File: config.mk
export PLATFORM = sky130hd
export DESIGN_NAME = move_instruction_decoder
export DESIGN_NICKNAME = d
export VERILOG_FILES = /design/src/hdl/move_dec_pkg.sv /design/src/hdl/move_instruction_decoder.sv /design/src/hdl/move_flag_unit.sv
export SDC_FILE = /design/constraint.sdc
export NUM_CORES = 1
export LEC_CHECK = 0
export BUFFER_PORTS_ARGS = -buffer_cell sky130_fd_sc_hd__buf_2
export CAP_MARGIN = 10
export CELL_PAD_IN_SITES_DETAIL_PLACEMENT = 1
export CELL_PAD_IN_SITES_GLOBAL_PLACEMENT = 2
export CORE_UTILIZATION = 29
export CTS_CLUSTER_SIZE = 10
export DETAILED_ROUTE_END_ITERATION = 8
export MAX_ROUTING_LAYER = met4
export PLACE_DENSITY = 0.9
export SLEW_MARGIN = 20
export SYNTH_ARGS = -nofsm -noshare
export SYNTH_HDL_FRONTEND = slang
export SYNTH_HIERARCHICAL = 1
export SYNTH_SLANG_ARGS = --single-unit
File: constraint.sdc
create_clock -name mclk_in -period 2.45 [get_ports mclk_in]
set_input_delay 0.245 -clock mclk_in [delete_from_list [all_inputs] [get_ports mclk_in]]
set_output_delay 0.245 -clock mclk_in [all_outputs]
set_load 0.01 [all_outputs]
File: src/hdl/move_dec_pkg.sv
// Shared constants and carriers for the move instruction decoder.
// Assumes one system clock and a fetch path that offers whole instructions.
package move_dec_pkg;

    ////////////////////////////////////////////////////////////////////////
    // First byte values and masks of the move forms
    localparam logic [7:0] OPC_BYTE_REG = 8'h0C;
    localparam logic [7:0] OPC_WORD_REG = 8'h0D;
    localparam logic [3:0] OPC_ABS8_LOAD_HI = 4'h2;
    localparam logic [3:0] OPC_ABS8_STORE_HI = 4'h3;
    localparam logic [3:0] OPC_BYTE_IMM_HI = 4'hF;
    localparam logic [6:0] OPC_INDIRECT = 7'h34;
    localparam logic [6:0] OPC_ABS16 = 7'h35;
    localparam logic [6:0] OPC_AUTO_STEP = 7'h36;
    localparam logic [6:0] OPC_DISP16 = 7'h37;
    localparam logic [7:0] OPC_WORD_IMM = 8'h79;
    localparam logic [4:0] OPC_BIT_IMM3 = 5'h0E;
    localparam logic [2:0] STACK_PTR_REG = 3'h7;

    ////////////////////////////////////////////////////////////////////////
    // Field positions
    localparam int OPC_HI = 15;
    localparam int OPC_LO = 8;
    localparam int PAIR_SEL_BIT = 7;

    ////////////////////////////////////////////////////////////////////////
    // Condition flag positions and reset value
    localparam int FLAG_I = 7;
    localparam int FLAG_H = 5;
    localparam int FLAG_N = 3;
    localparam int FLAG_Z = 2;
    localparam int FLAG_V = 1;
    localparam int FLAG_C = 0;
    localparam logic [7:0] FLAGS_RESET = 8'h80;

    ////////////////////////////////////////////////////////////////////////
    // Instruction lengths in bytes and execution state counts
    localparam logic [2:0] LEN_SHORT = 3'h2;
    localparam logic [2:0] LEN_LONG = 3'h4;
    localparam logic [2:0] STATES_FAST = 3'h2;
    localparam logic [2:0] STATES_MID = 3'h4;
    localparam logic [2:0] STATES_SLOW = 3'h6;
    localparam logic [1:0] STEP_BYTE = 2'h1;
    localparam logic [1:0] STEP_WORD = 2'h2;

    ////////////////////////////////////////////////////////////////////////
    // Types
    typedef enum logic [1:0] {
        CLASS_NONE = 2'h0,
        CLASS_MOVE = 2'h1,
        CLASS_OTHER = 2'h2
    } op_class_e;

    typedef enum logic [2:0] {
        MODE_IMM = 3'h0,
        MODE_REG = 3'h1,
        MODE_IND = 3'h2,
        MODE_DISP = 3'h3,
        MODE_POSTINC = 3'h4,
        MODE_PREDEC = 3'h5,
        MODE_ABS = 3'h6
    } addr_mode_e;

    typedef enum logic [1:0] {
        FIELD_NONE = 2'h0,
        FIELD_3 = 2'h1,
        FIELD_8 = 2'h2,
        FIELD_16 = 2'h3
    } field_width_e;

    typedef enum logic [1:0] {
        SEQ_IDLE = 2'b00,
        SEQ_EXEC = 2'b01,
        SEQ_DONE = 2'b11
    } seq_state_e;

    typedef struct packed {
        op_class_e op_class;
        logic is_word;
        logic is_store;
        logic is_stack;
        addr_mode_e mode;
        logic [3:0] data_reg;
        logic [3:0] ptr_reg;
        logic [15:0] imm;
        field_width_e imm_width;
        logic [15:0] ea_field;
        field_width_e ea_width;
        logic [1:0] step;
        logic step_first;
        logic [2:0] length;
        logic [2:0] states;
    } decode_s;

endpackage

File: src/hdl/move_instruction_decoder.sv
// Decoder and state sequencer for the data transfer instructions.
// Assumes a fetch path offering both instruction words together and a
// datapath that returns the transferred value as a one-cycle strobe.
`timescale 1ns/1ns

// What this block does
// - Opcode class chosen from first byte
// - Shared first bytes split by bit seven
// - Push and pop decode as stack moves
// - Moves set N, Z; clear V
// - Moves keep I, H, C flags
// - Immediate fields are 3, 8, 16 bits
// - Absolute fields 8 or 16; displacement 16
// - Byte move states: 2, 4 or 6
// - Displacement byte moves: 4 bytes, 6 states
// - Postincrement byte load reads, then adds one
// - Postincrement word load reads, then adds two
// - Predecrement byte store subtracts first, then writes
module move_instruction_decoder (
    // Clock and reset
    input wire logic mclk_in,
    input wire logic sys_rst_in,
    // Instruction fetch
    input wire logic instr_valid_in,
    input wire logic [15:0] instr_word0_in,
    input wire logic [15:0] instr_word1_in,
    output logic instr_ready_out,
    // Decoded instruction and sequencing
    output move_dec_pkg::decode_s decode_out,
    output logic busy_out,
    output logic done_out,
    // Transfer value and condition flags
    input wire logic xfer_valid_in,
    input wire logic [15:0] xfer_data_in,
    input wire logic [7:0] flags_in,
    output logic [7:0] flags_out,
    output logic flags_we_out
);
    import move_dec_pkg::*;

    ////////////////////////////////////////////////////////////////////////
    // Fields shared by the first-byte pairs split by bit seven
    function automatic decode_s paired_form(input decode_s base, input logic [7:0] opc, input logic sel);
        decode_s d;
        d = base;
        d.op_class = CLASS_MOVE;
        d.is_word = opc[0];
        d.is_store = sel;
        return d;
    endfunction

    ////////////////////////////////////////////////////////////////////////
    // Decode of one instruction
    function automatic decode_s decode_instr(input logic [15:0] w0, input logic [15:0] w1);
        decode_s d;
        logic [7:0] opc;
        logic sel;
        d = '0;
        opc = w0[OPC_HI:OPC_LO];
        sel = w0[PAIR_SEL_BIT];
        d.op_class = CLASS_OTHER;
        d.mode = MODE_REG;
        d.length = LEN_SHORT;
        d.states = STATES_FAST;
        d.data_reg = w0[3:0];
        d.ptr_reg = {1'b0, w0[6:4]};
        if (opc[7:4] == OPC_BYTE_IMM_HI) begin
            d.op_class = CLASS_MOVE;
            d.mode = MODE_IMM;
            d.data_reg = opc[3:0];
            d.imm = {8'h00, w0[7:0]};
            d.imm_width = FIELD_8;
            d.states = STATES_FAST;
        end else if (opc == OPC_BYTE_REG || opc == OPC_WORD_REG) begin
            d.op_class = CLASS_MOVE;
            d.is_word = opc[0];
            d.mode = MODE_REG;
            d.ptr_reg = w0[7:4];
            d.states = STATES_FAST;
        end else if (opc[7:4] == OPC_ABS8_LOAD_HI || opc[7:4] == OPC_ABS8_STORE_HI) begin
            d.op_class = CLASS_MOVE;
            d.is_store = (opc[7:4] == OPC_ABS8_STORE_HI);
            d.mode = MODE_ABS;
            d.data_reg = opc[3:0];
            d.ea_field = {8'h00, w0[7:0]};
            d.ea_width = FIELD_8;
            d.states = STATES_MID;
        end else if (opc == OPC_WORD_IMM && w0[7:4] == 4'h0) begin
            d.op_class = CLASS_MOVE;
            d.is_word = 1'b1;
            d.mode = MODE_IMM;
            d.imm = w1;
            d.imm_width = FIELD_16;
            d.length = LEN_LONG;
            d.states = STATES_MID;
        end else if (opc[7:1] == OPC_INDIRECT) begin
            d = paired_form(d, opc, sel);
            d.mode = MODE_IND;
            d.states = STATES_MID;
        end else if (opc[7:1] == OPC_ABS16) begin
            d = paired_form(d, opc, sel);
            d.mode = MODE_ABS;
            d.ea_field = w1;
            d.ea_width = FIELD_16;
            d.length = LEN_LONG;
            d.states = STATES_SLOW;
        end else if (opc[7:1] == OPC_DISP16) begin
            d = paired_form(d, opc, sel);
            d.mode = MODE_DISP;
            d.ea_field = w1;
            d.ea_width = FIELD_16;
            d.length = LEN_LONG;
            d.states = STATES_SLOW;
        end else if (opc[7:1] == OPC_AUTO_STEP) begin
            d = paired_form(d, opc, sel);
            d.mode = sel ? MODE_PREDEC : MODE_POSTINC;
            d.step = opc[0] ? STEP_WORD : STEP_BYTE;
            d.step_first = sel;
            d.is_stack = opc[0] && (w0[6:4] == STACK_PTR_REG);
            d.states = STATES_SLOW;
        end else if (opc[7:3] == OPC_BIT_IMM3) begin
            d.imm = {13'h0000, w0[6:4]};
            d.imm_width = FIELD_3;
        end
        return d;
    endfunction

    ////////////////////////////////////////////////////////////////////////
    // Sequencer state
    seq_state_e state_q, state_d;
    decode_s dec_q, dec_d;
    logic [2:0] count_q, count_d;
    logic ready_q, ready_d;
    logic done_q, done_d;
    logic busy_q, busy_d;
    logic accept;
    logic flag_update;

    // Fetch waits while ready is low
    assign accept = ready_q && instr_valid_in;

    always_comb begin
        state_d = state_q;
        dec_d = dec_q;
        count_d = count_q;
        ready_d = ready_q;
        done_d = 1'b0;
        busy_d = busy_q;
        case (state_q)
            SEQ_IDLE: begin
                if (accept) begin
                    dec_d = decode_instr(instr_word0_in, instr_word1_in);
                    count_d = dec_d.states;
                    ready_d = 1'b0;
                    busy_d = 1'b1;
                    state_d = SEQ_EXEC;
                end
            end
            SEQ_EXEC: begin
                count_d = count_q - 3'h1;
                if (count_q == 3'h1) begin
                    done_d = 1'b1;
                    state_d = SEQ_DONE;
                end
            end
            SEQ_DONE: begin
                ready_d = 1'b1;
                busy_d = 1'b0;
                state_d = SEQ_IDLE;
            end
            default: begin
                ready_d = 1'b1;
                busy_d = 1'b0;
                state_d = SEQ_IDLE;
            end
        endcase
    end

    always_ff @(posedge mclk_in or posedge sys_rst_in) begin
        if (sys_rst_in) begin
            state_q <= SEQ_IDLE;
            dec_q <= '0;
            count_q <= 3'h0;
            ready_q <= 1'b1;
            done_q <= 1'b0;
            busy_q <= 1'b0;
        end else begin
            state_q <= state_d;
            dec_q <= dec_d;
            count_q <= count_d;
            ready_q <= ready_d;
            done_q <= done_d;
            busy_q <= busy_d;
        end
    end

    ////////////////////////////////////////////////////////////////////////
    // Flag update from the transferred value
    assign flag_update = xfer_valid_in
        && (state_q == SEQ_EXEC)
        && (dec_q.op_class == CLASS_MOVE);

    move_flag_unit u_flags (
        .mclk_in(mclk_in),
        .sys_rst_in(sys_rst_in),
        .update_in(flag_update),
        .is_word_in(dec_q.is_word),
        .value_in(xfer_data_in),
        .flags_in(flags_in),
        .flags_out(flags_out),
        .flags_we_out(flags_we_out)
    );

    ////////////////////////////////////////////////////////////////////////
    // Outputs
    assign instr_ready_out = ready_q;
    assign decode_out = dec_q;
    assign busy_out = busy_q;
    assign done_out = done_q;
endmodule

File: src/hdl/move_flag_unit.sv
// Condition flag update for data transfers.
// Assumes the transferred value is offered as a one-cycle strobe.
`timescale 1ns/1ns
module move_flag_unit (
    // Clock and reset
    input wire logic mclk_in,
    input wire logic sys_rst_in,
    // Transfer value
    input wire logic update_in,
    input wire logic is_word_in,
    input wire logic [15:0] value_in,
    input wire logic [7:0] flags_in,
    // Updated flags
    output logic [7:0] flags_out,
    output logic flags_we_out
);
    import move_dec_pkg::*;

    logic [7:0] flags_q, flags_d;
    logic we_q, we_d;

    ////////////////////////////////////////////////////////////////////////
    // Next flags
    always_comb begin
        flags_d = flags_q;
        we_d = 1'b0;
        if (update_in) begin
            flags_d = flags_in;
            flags_d[FLAG_N] = is_word_in ? value_in[15] : value_in[7];
            flags_d[FLAG_Z] = is_word_in ? (value_in == 16'h0000) : (value_in[7:0] == 8'h00);
            flags_d[FLAG_V] = 1'b0;
            we_d = 1'b1;
        end
    end

    always_ff @(posedge mclk_in or posedge sys_rst_in) begin
        if (sys_rst_in) begin
            flags_q <= FLAGS_RESET;
            we_q <= 1'b0;
        end else begin
            flags_q <= flags_d;
            we_q <= we_d;
        end
    end

    assign flags_out = flags_q;
    assign flags_we_out = we_q;
endmodule

==> results of run 1 <==
==> power groups by stage <==
stage | clock network, mW | registers, mW | logic [mW]
2_1_floorplan | 0 | 2.03 | 0.701
3_3_place_gp | 0 | 1.89 | 1.46
3_5_place_dp | 0 | 1.90 | 1.52
4_1_cts | 1.26 | 1.89 | 1.53
5_1_grt | 1.32 | 1.94 | 1.66
6_report | 1.22 | 1.88 | 1.49
==> kinds of logic after synthesis <==
group,Yosys count,share of synthesized area (%)
buffers and inverters,30,4.89
muxes,10,3.15
and+or+nand+nor,119,17.7
other,2,0.222
adders and majority gates,2,0.741
DFF,75,55.7
xor gates and xnor gates,1,0.259
AOI/OAI and AO/OA,80,17.4
==> final timing paths <==
path | start | endpoint | slack [ps] | cells past startpoint
min in group asynchronous | sys_rst_in | u_flags/flags_we_out | 460 | 3
min | instr_word1_in[1] | decode_out[12] | 120 | 2
max reg2reg | instr_ready_out | decode_out[26] | 300 | 5
min reg2reg | decode_out[27] | decode_out[27] | 460 | 2
max in group asynchronous | sys_rst_in | instr_ready_out | 1170 | 4
max | instr_ready_out | decode_out[26] | 300 | 5
==> placed cells by master, fill, tap and decap left out, types with 2 or more instances in the layout <==
cell type,netlist,final
nand4_1,3,3
o211ai_1,2,2
buf_2,2,126
a21o_1,9,9
inv_1,6,5
nand4b_1,2,2
nand3_1,6,6
nand2b_1,2,2
mux2_2,5,5
ha_1,2,2
o21ai_0,19,19
dfstp_2,2,2
a221oi_1,8,8
nor2_1,26,26
dfrtp_1,73,73
buf_4,3,6
nor3b_1,2,2
nor3b_2,2,2
clkbuf_1,12,4
mux2i_1,5,5
nand2_1,55,55
o21a_1,2,2
a22o_1,16,16
and2_1,2,2
clkbuf_8,0,2
nor3_1,5,5
a21oi_1,13,13
nor4_1,2,2
conb_1,2,3
clkbuf_16,0,9
a32o_1,2,2
==> cell type report <==
type | count | area [µm²] | share of cell area (%)
Tap cell | 143 | 179 | 4.05
Clock buffer | 15 | 268 | 6.06
Timing Repair Buffer | 134 | 706 | 16.0
Inverter | 6 | 22.5 | 0.509
Multi-Input combinational cell | 215 | 1370 | 30.9
Sequential cell | 75 | 1880 | 42.5
==> flip-flops by register name (all words and copies together) (netlist names) <==
name and cells:
decode_out 59, state_q 2, count_q 3, u_flags/flags_we_out 1, u_flags/flags_out 7, busy_out 1, done_out 1, instr_ready_out 1
==> metal layers <==
metal | vias to the layer above | global-route usage (%) | share of wire, %
met1 | 1448 | 23.2 | 45
met3 | 11 | 3.85 | 5.9
met4 | 0 | 7.43 | 1.2
li1 | 1368 | - | -
met5 | - | - | 0
met2 | 94 | 29.2 | 48
==> per-stage QoR <==
stage	util, %	power (mW)	std cells	area (µm²)
floorplan	-	2.73	320	3380
global placement	36.4	3.35	572	4140
detailed placement	36.4	3.42	572	4140
CTS	38.9	4.68	588	4420
global route	38.9	4.91	588	4420
finish	38.9	4.59	588	4420
==> repair_timing <==
action | 4_1_cts | 5_1_grt
hold endpoints to repair | 7 | 0
buffers inserted | 0 | 0
hold buffers | 1 | 0
==> worst register-to-register path, stage by stage, from the launching register on <==
cell and delay, ps:
dfstp_2 580, nand4bb_4 320, a2111oi_4 540, and3_1 220, buf_4 260, a22o_1 180
==> qor.yml, run 1 <==
setup_path:
  cp_slowest_cell: "dfstp_2"
  worst_path_largest_cell_delay_ps: 580
  cp_max_fo: 18
  cp.required_ps: 2720
  crit_type: "reg -> reg"
  cp_data_arrival_time_ps: 2420
  crit_path_end_kind: "flip-flop"
  crit_family: "compound AO/OA/AOI/OAI gates"
  critPathLaunchType: "flip-flop"
  path_buf_inv: 1
  path_cells: "nand4bb_4, a2111oi_4, and3_1, buf_4, a22o_1"
power_and_ir_drop:
  p_seq_share_pct: 41.0
  p_sw_mw: 1.56
  p_leak_nw: 2.30
  sw_frac_of_total_pct: 34.0
  clockPowerShare_pct: 26.6
  comb_power_share_pct: 32.4
  powerDensity_nw_per_um2: 1040
  ir_worst_vdd_uv: 401
  intPower_mw: 3.03
timing:
  layout_setup_ws_ps: 299
  final_hold_viol_count: 0
  fin_tns_setup_ps: 0
  whs_ps: 123
  tightestPinTransition_ps: 721
  post-route-min-period_ps: 2150
  report.final.slew_viol_count: 0
  skew_ps: 4.11
  max_freq_mhz: 465
  post-route-period-util_pct: 87.8
  setup_viol_count_final: 0
  slew_headroom_pct: 51.3
  rsz0062_at_grt: "false"
clock_network:
  htreeDepth: 3
  cts_tree: "done"
  cts_made_buffers: 9
  path_clk_slew_ps: 60
  post_cts_resized: 0
  cts_sinks: 75
  clock_path_buffers: 2
  clock_latency_ps: 340
  clk_root_buffer_cell: "clkbuf_16"
route:
  drtAntennaViolNets: 0
  drt_wl_total_mm: 10.2
  route.detailed.drc: 2
  dr.first_iter.drc_count: 158
  vias: 2921
  drt-wirelength-per-cell_um: 17.3
  dr.pass1.iters: 7
  via_per_inst: 4.97
layout:
  n_antenna_cell: 0
  fill_cells: 1310
  synthToLayoutAreaGrowth_pct: 30.9
  final_layout_size_suffix_gt1_share_pct: 36.9
  num-nets-final: 503
global_routing:
  antenna_found_initial: 0
  grt_pass1_wl_mm: 16.0
  track_usage_pct: 18.6
  grt_pass1_vias: 2921
  overflow: 0
  grt_max_degree: 47
logic_synthesis:
  async_flop_share_pct: 100
  ys_seq_area_share_pct: 55.7
  synth_edf_count: 0
  netlist.area_leader.share_pct: 54.1
  yosys_most_used_dff: "dfrtp_1"
  synth.most_common_cell: "dfrtp_1"
  synth_commonest_cells: "dfrtp_1 (73), nand2_1 (55), nor2_1 (26)"
  synth_area_um2: 3380
  syn_area_per_cell_um2: 10.6
  synthTopCellsByArea: "dfrtp_1 (54%), nand2_1 (6.1%), a22o_1 (4.1%)"
  yosys_warnings: 6
  syn_inst: 319
  synth_top_cell_by_area: "dfrtp_1"
  ys_seq_elements: 75
  synth_cell_type_count: 53
floorplanning:
  die_area_um2: 12100
  die_y_um: 110
  row_count: 39
  dieWidth_um: 110
  core_um2: 11400
  start_util_pct: 29.7
  io-pin-count: 133
place:
  pre_cts_ws_ps: 312
  io_buffers: 126
  gp_congestion: 0.785
  hpwlAfterDp_mm: 7.34
status:
  status: "complete, but fails checks"
  violations: "design-rule violations"
hold_path:
  hold_class: "in -> reg"
flow_run:
  maxCapViolCount: 0
Power figures use the tool's default switching activity.
==> run 2: changes to the inputs <==
- CORE_MARGIN: unset -> 2
==> run 2 against run 1 <==
Compared with the run above:
- the flow now finishes without violations
- final cell count grew 0.34%
- combinational power is essentially flat
- routed wire length increased by 2.7%
- critical path depth stayed put
- cell area up 0.45%
- clock skew rose by 4.8 ps
- global-route usage shrank 0.84 points
- first-iteration DRC count shrank 9.5%
- die area grew 3.7%
- register-to-register slack gained 80 ps
- via count up 2.0%
- power grew 1.3%
- critical path type unchanged
- critical endpoint is now decode_out[19]
==> qor.yml, run 2 (same netlist as run 1, synthesis figures left out) <==
floorplanning:
  row_count: 39  # unchanged
  die_area_um2: 12500  # +3.7%
  start_util_pct: 29.7  # unchanged
  io-pin-count: 133  # unchanged
  die_y_um: 112  # +1.8%
  core_um2: 11400  # unchanged
  dieWidth_um: 112  # +1.8%
global_routing:
  overflow: 0  # unchanged
  grt_pass1_wl_mm: 16.7  # +4.5%
  grt_pass1_vias: 3147  # +7.7%
  track_usage_pct: 17.7  # -0.84 points
  grt_max_degree: 43  # -8.5%
  antenna_found_initial: 0  # unchanged
clock_network:
  clock_latency_ps: 330  # about the same
  clk_root_buffer_cell: "clkbuf_16"
  cts_made_buffers: 9  # unchanged
  cts_sinks: 75  # unchanged
  post_cts_resized: 0  # unchanged
  clock_path_buffers: 2  # unchanged
  cts_tree: "done"
  path_clk_slew_ps: 60  # about the same
  htreeDepth: 3  # unchanged
hold_path:
  worst_hold_path.endpoint: "decode_out[13]"
  hold_start: "instr_word1_in[2]"
  hold_class: "in -> reg"
  min_path_cells: 2  # unchanged
layout:
  largest_reg_flops: 59  # unchanged
  final_cell_mix: "buf_2 (126), dfrtp_1 (73), nand2_1 (55)"
  n_antenna_cell: 0  # unchanged
  final_layout_size_suffix_gt1_share_pct: 37.1  # +0.28 points
  num-nets-final: 504  # +0.20%
  stdcell_count: 590  # +0.34%
  final_common_cell: "buf_2"
  synthToLayoutAreaGrowth_pct: 31.5
route:
  vias: 2979  # +2.0%
  wl_met1_mm: 4.52  # -0.75%
  routed.top_layer: "met4"
  dr.first_iter.drc_count: 143  # -9.5%
  route.detailed.drc: 0  # -2
  drtAntennaViolNets: 0  # unchanged
  drt_wl_total_mm: 10.5  # +2.7%
  dr.pass1.iters: 4  # -3
  wl_met3_um: 557  # -6.9%
  dr_wl_met2_mm: 5.19  # +5.9%
  drt-wirelength-per-cell_um: 17.7  # +2.3%
  via_per_inst: 5.05  # +1.6%
place:
  dp_cells: 573  # +0.17%
  io_buffers: 126  # unchanged
  gp_congestion: 0.812  # +3.5%
  hpwlAfterDp_mm: 7.66  # +4.3%
setup_path:
  worst_path_largest_cell_delay_ps: 520  # -60 ps
  cp_data_arrival_time_ps: 2330  # -90 ps
  rr_worst_depth: 5  # unchanged
  path_cells: "nand4bb_4, a2111oi_4, and3_1, buf_4, a22o_1"
  crit_type: "reg -> reg"
  critPathLaunch: "state_q[1]"
  cp.required_ps: 2710  # about the same
  crit_path_end_kind: "flip-flop"
  critPathLaunchType: "flip-flop"
  path_buf_inv: 1  # unchanged
  cp_max_fo: 17  # -1
  cp_slowest_cell: "a2111oi_4"
  r2r_slack_ps: 380  # +80 ps
  r2r-end: "decode_out[19]"
  crit_family: "simple AND/OR/NAND/NOR gates"
  r2r-start: "state_q[1]"
timing:
  report.final.slew_viol_count: 0  # unchanged
  slew_headroom_pct: 52.1  # +0.77 points
  rsz0062_at_grt: "false"
  post-route-period-util_pct: 84.6  # -3.2 points
  fin_tns_setup_ps: 0  # unchanged
  max_freq_mhz: 482  # +3.7%
  post-route-min-period_ps: 2070  # -77.6 ps
  setup_viol_count_final: 0  # unchanged
  skew_ps: 8.89  # +4.78 ps
  final_hold_viol_count: 0  # unchanged
  tightestPinTransition_ps: 709  # -11.4 ps
power_and_ir_drop:
  powerDensity_nw_per_um2: 1050  # +0.83%
  p_leak_nw: 2.31  # +0.51%
  ir_worst_vdd_uv: 451  # +13%
flow_run:
  maxCapViolCount: 0  # unchanged
status:
  status: "completed"
## run 2: cell count changes in the layout (fill, tap and decap cells not counted)
cell | before | now
buf_4 | 6 | 7
bufinv_16 | 0 | 1
clkbuf_8 | 2 | 0
clkinv_2 | 0 | 2
## run 2: repair_timing
| item | in CTS | in global routing |
|---|---|---|
| hold buffers | 1 | 0 |
| setup endpoints to repair | 0 | 0 |
| buffers inserted | 0 | 0 |
| hold endpoints to repair | 7 | 0 |
## run 2: worst register-to-register path: cells and delay by family, from the launching register on
kind	cells	cell delay, ps
simple gates	2	700
compound gates	2	680
flops	1	450
buf+inv	1	180
## run 2: how the worst max path moves through the flow
stage | endpoint | depth (start not counted)
floorplan | busy_out | 1
global placement | decode_out[22] | 5
detailed placement | count_q[2] | 5
CTS | decode_out[19] | 5
global route | decode_out[19] | 5
finish | decode_out[19] | 5
## run 2: through the flow
step / utilization [%] / instance area (µm²) / total power, mW / worst slack, ps / hold WS [ps]
2_1_floorplan: - / 3380 / 2.73 / 523 / 59.9
3_3_place_gp: 36.5 / 4150 / 3.36 / 398 / 210
5_1_grt: 39.1 / 4440 / 4.99 / 221 / 128
6_report: 39.1 / 4440 / 4.65 / 377 / 142
3_5_place_dp: 36.5 / 4150 / 3.42 / 400 / 217
4_1_cts: 39.1 / 4440 / 4.73 / 383 / 128
## run 2: metal layers
| metal | up-vias | track usage, % |
|---|---|---|
| met5 | - | - |
| met4 | 0 | 5.68 |
| met3 | 15 | 4.41 |
| met2 | 94 | 28.7 |
| met1 | 1495 | 21.8 |
| li1 | 1375 | - |
## run 2: cell type report
cell class / count / area, µm²
clock buffer: 13 / 240
clock inverter: 3 / 40.0
fill: 1313 / 6930
inverter: 6 / 22.5
multi-input combinational: 215 / 1370
sequential: 75 / 1880
tap: 143 / 179
timing repair buffer: 135 / 713
## run 2: report_power, final
part / internal (mW) / switching (mW)
Combinational: 0.659 / 0.845
Clock: 0.787 / 0.487
Sequential: 1.64 / 0.233
==> run 3: changes to the inputs <==
- clock period: 2.45 -> 2.1 ns (I/O delays scaled with it)
==> run 3 against run 2 <==
Compared with the run above:
- combinational power increased by 19%
- highest routed layer unchanged
- largest power group unchanged
- power rose by 18%
- critical path depth unchanged
- non-clock buffer count is 4 higher
- flip-flop and latch count is the same
- clock power increased by 20%
- final cell count up 0.68%
- count of clock-buffer cells in the layout is 1 lower
- clock skew is 5.1 ps lower
- core utilization is 0.44 points higher
==> qor.yml, run 3 (same netlist as run 1, synthesis figures left out) <==
route:
  dr.first_iter.drc_count: 128  # -10%
  drtAntennaViolNets: 0  # unchanged
  route.detailed.drc: 0  # unchanged
  drt_wl_total_mm: 10.6  # +1.3%
  via_per_inst: 5.08  # +0.69%
  dr.pass1.iters: 4  # unchanged
  drt-wirelength-per-cell_um: 17.8  # +0.64%
  vias: 3020  # +1.4%
timing:
  setup_viol_count_final: 0  # unchanged
  fin_tns_setup_ps: 0  # unchanged
  rsz0062_at_grt: "false"
  skew_ps: 3.82  # -5.07 ps
  tightestPinTransition_ps: 774  # +64.7 ps
  max_freq_mhz: 531  # +10%
  slew_headroom_pct: 48.3  # -3.8 points
  post-route-period-util_pct: 89.7  # +5.1 points
  final_hold_viol_count: 0  # unchanged
  report.final.slew_viol_count: 0  # unchanged
  layout_setup_ws_ps: 216  # -160 ps
  post-route-min-period_ps: 1880  # -190 ps
setup_path:
  cp_data_arrival_time_ps: 2150  # -180 ps
  cp_max_fo: 17  # unchanged
  rr_worst_depth: 5  # unchanged
  r2r-start: "state_q[1]"
  critPathLaunchType: "flip-flop"
  r2r_slack_ps: 220  # -160 ps
  cp.required_ps: 2370  # -340 ps
  crit_type: "reg -> reg"
  crit_path_end_kind: "flip-flop"
  r2r-end: "decode_out[19]"
global_routing:
  grt_max_degree: 36  # -16%
  antenna_found_initial: 0  # unchanged
  track_usage_pct: 17.9  # +0.23 points
  grt_pass1_wl_mm: 17.2  # +2.6%
  overflow: 0  # unchanged
  grt_pass1_vias: 3234  # +2.8%
clock_network:
  cts_sinks: 75  # unchanged
  cts_tree: "done"
  path_clk_slew_ps: 60  # about the same
  clock_path_buffers: 2  # unchanged
  htreeDepth: 3  # unchanged
  cts_setup_buffers: 0  # unchanged
  clk_root_buffer_cell: "clkbuf_16"
  cts_made_buffers: 9  # unchanged
  clock_latency_ps: 330  # about the same
floorplanning:
  die_area_um2: 12500  # unchanged
  die_y_um: 112  # unchanged
  io-pin-count: 133  # unchanged
  dieWidth_um: 112  # unchanged
  row_count: 39  # unchanged
  core_um2: 11400  # unchanged
  start_util_pct: 29.7  # unchanged
place:
  gp_congestion: 0.827  # +1.8%
  io_buffers: 126  # unchanged
  pre_cts_ws_ps: 203  # -197 ps
  hpwlAfterDp_mm: 7.89  # +3.0%
flow_run:
  maxCapViolCount: 0  # unchanged
power_and_ir_drop:
  powerDensity_nw_per_um2: 1220  # +17%
  p_sw_mw: 1.87  # +19%
  p_leak_nw: 2.33  # +0.95%
  clockPowerShare_pct: 27.6  # +0.2 points
  comb_power_share_pct: 32.4  # about the same
  sw_frac_of_total_pct: 34.0  # +0.35 points
  intPower_mw: 3.63  # +18%
  p_seq_share_pct: 40.0  # -0.3 points
  ir_worst_vdd_uv: 459  # +1.8%
layout:
  n_antenna_cell: 0  # unchanged
  final_common_cell: "buf_2"
  largest_reg_flops: 59  # unchanged
  fill_cells: 1310  # -0.23%
  num-nets-final: 508  # +0.79%
  final_cell_mix: "buf_2 (126), dfrtp_1 (73), nand2_1 (55)"
  synthToLayoutAreaGrowth_pct: 33.0
  final_layout_size_suffix_gt1_share_pct: 37.9  # +0.78 points
hold_path:
  min_path_cells: 2  # unchanged
  hold_class: "in -> reg"
  hold_start: "instr_word1_in[5]"
  worst_hold_path.endpoint: "decode_out[16]"
status:
  status: "completed"
run 3: cell count changes in the layout (fill, tap and decap cells not counted):
cell,previous run,this run
buf_4,7,10
buf_12,1,2
clkbuf_1,4,3
clkinv_2,2,1
clkinv_4,0,1
clkinvlp_4,0,1
run 3: how the worst max path moves through the flow:
stage / start / depth (start not counted) / slack [ps] / endpoint
floorplan: sys_rst_in / 1 / 210 / busy_out
global placement: instr_word0_in[9] / 5 / 190 / count_q[2]
detailed placement: instr_word0_in[9] / 5 / 200 / count_q[2]
CTS: state_q[1] / 5 / 200 / decode_out[19]
global route: state_q[1] / 5 / 120 / decode_out[19]
finish: state_q[1] / 5 / 220 / decode_out[19]
run 3: through the flow:
stage	std cells	hold slack (ps)	power, mW	area, µm²	util (%)
global route	594	91.7	5.88	4490	39.5
finish	594	101	5.50	4490	39.5
CTS	594	90.3	5.59	4490	39.5
global placement	577	176	3.96	4190	36.9
detailed placement	577	185	4.04	4190	36.9
floorplan	320	24.9	3.19	3380	-
run 3: final cells by class:
| type | count | area, µm² | area share [%] |
|---|---|---|---|
| clock buffers | 12 | 236 | 5.26 |
| clock inverters | 4 | 51.3 | 1.14 |
| inverters | 6 | 22.5 | 0.501 |
| multi-input cells | 215 | 1370 | 30.4 |
| flip-flops and latches | 75 | 1880 | 41.8 |
| well taps | 143 | 179 | 3.98 |
| repair buffers | 139 | 756 | 16.8 |
run 3: power by group through the flow:
stage                     Clock [mW]  Combinational (mW)  Sequential [mW]
final                           1.52                1.78             2.20
after detailed placement           0                1.82             2.23
after global placement             0                1.75             2.20
after CTS                       1.55                1.83             2.21
after floorplan                    0               0.817             2.37
after global routing            1.63                1.98             2.27
run 3: critical path, cell delays in order, from the launching register on:
cell	delay, ps
dfrtp_1	460
nand4bb_4	370
a2111oi_4	350
and3_1	190
buf_4	260
a22o_1	180
run 3: metal layers:
metal  GRT usage, %  vias up  wire length [µm]
li1               -     1380                 -
met1           22.2     1525              4660
met2           29.4       97              5190
met3           2.99       18               475
met4           7.08        0               259
met5              -        -                 0
run 3: timing repair:
item	4_1_cts	5_1_grt
resized for setup	0	0
hold endpoints to repair	7	0
hold buffers	1	0
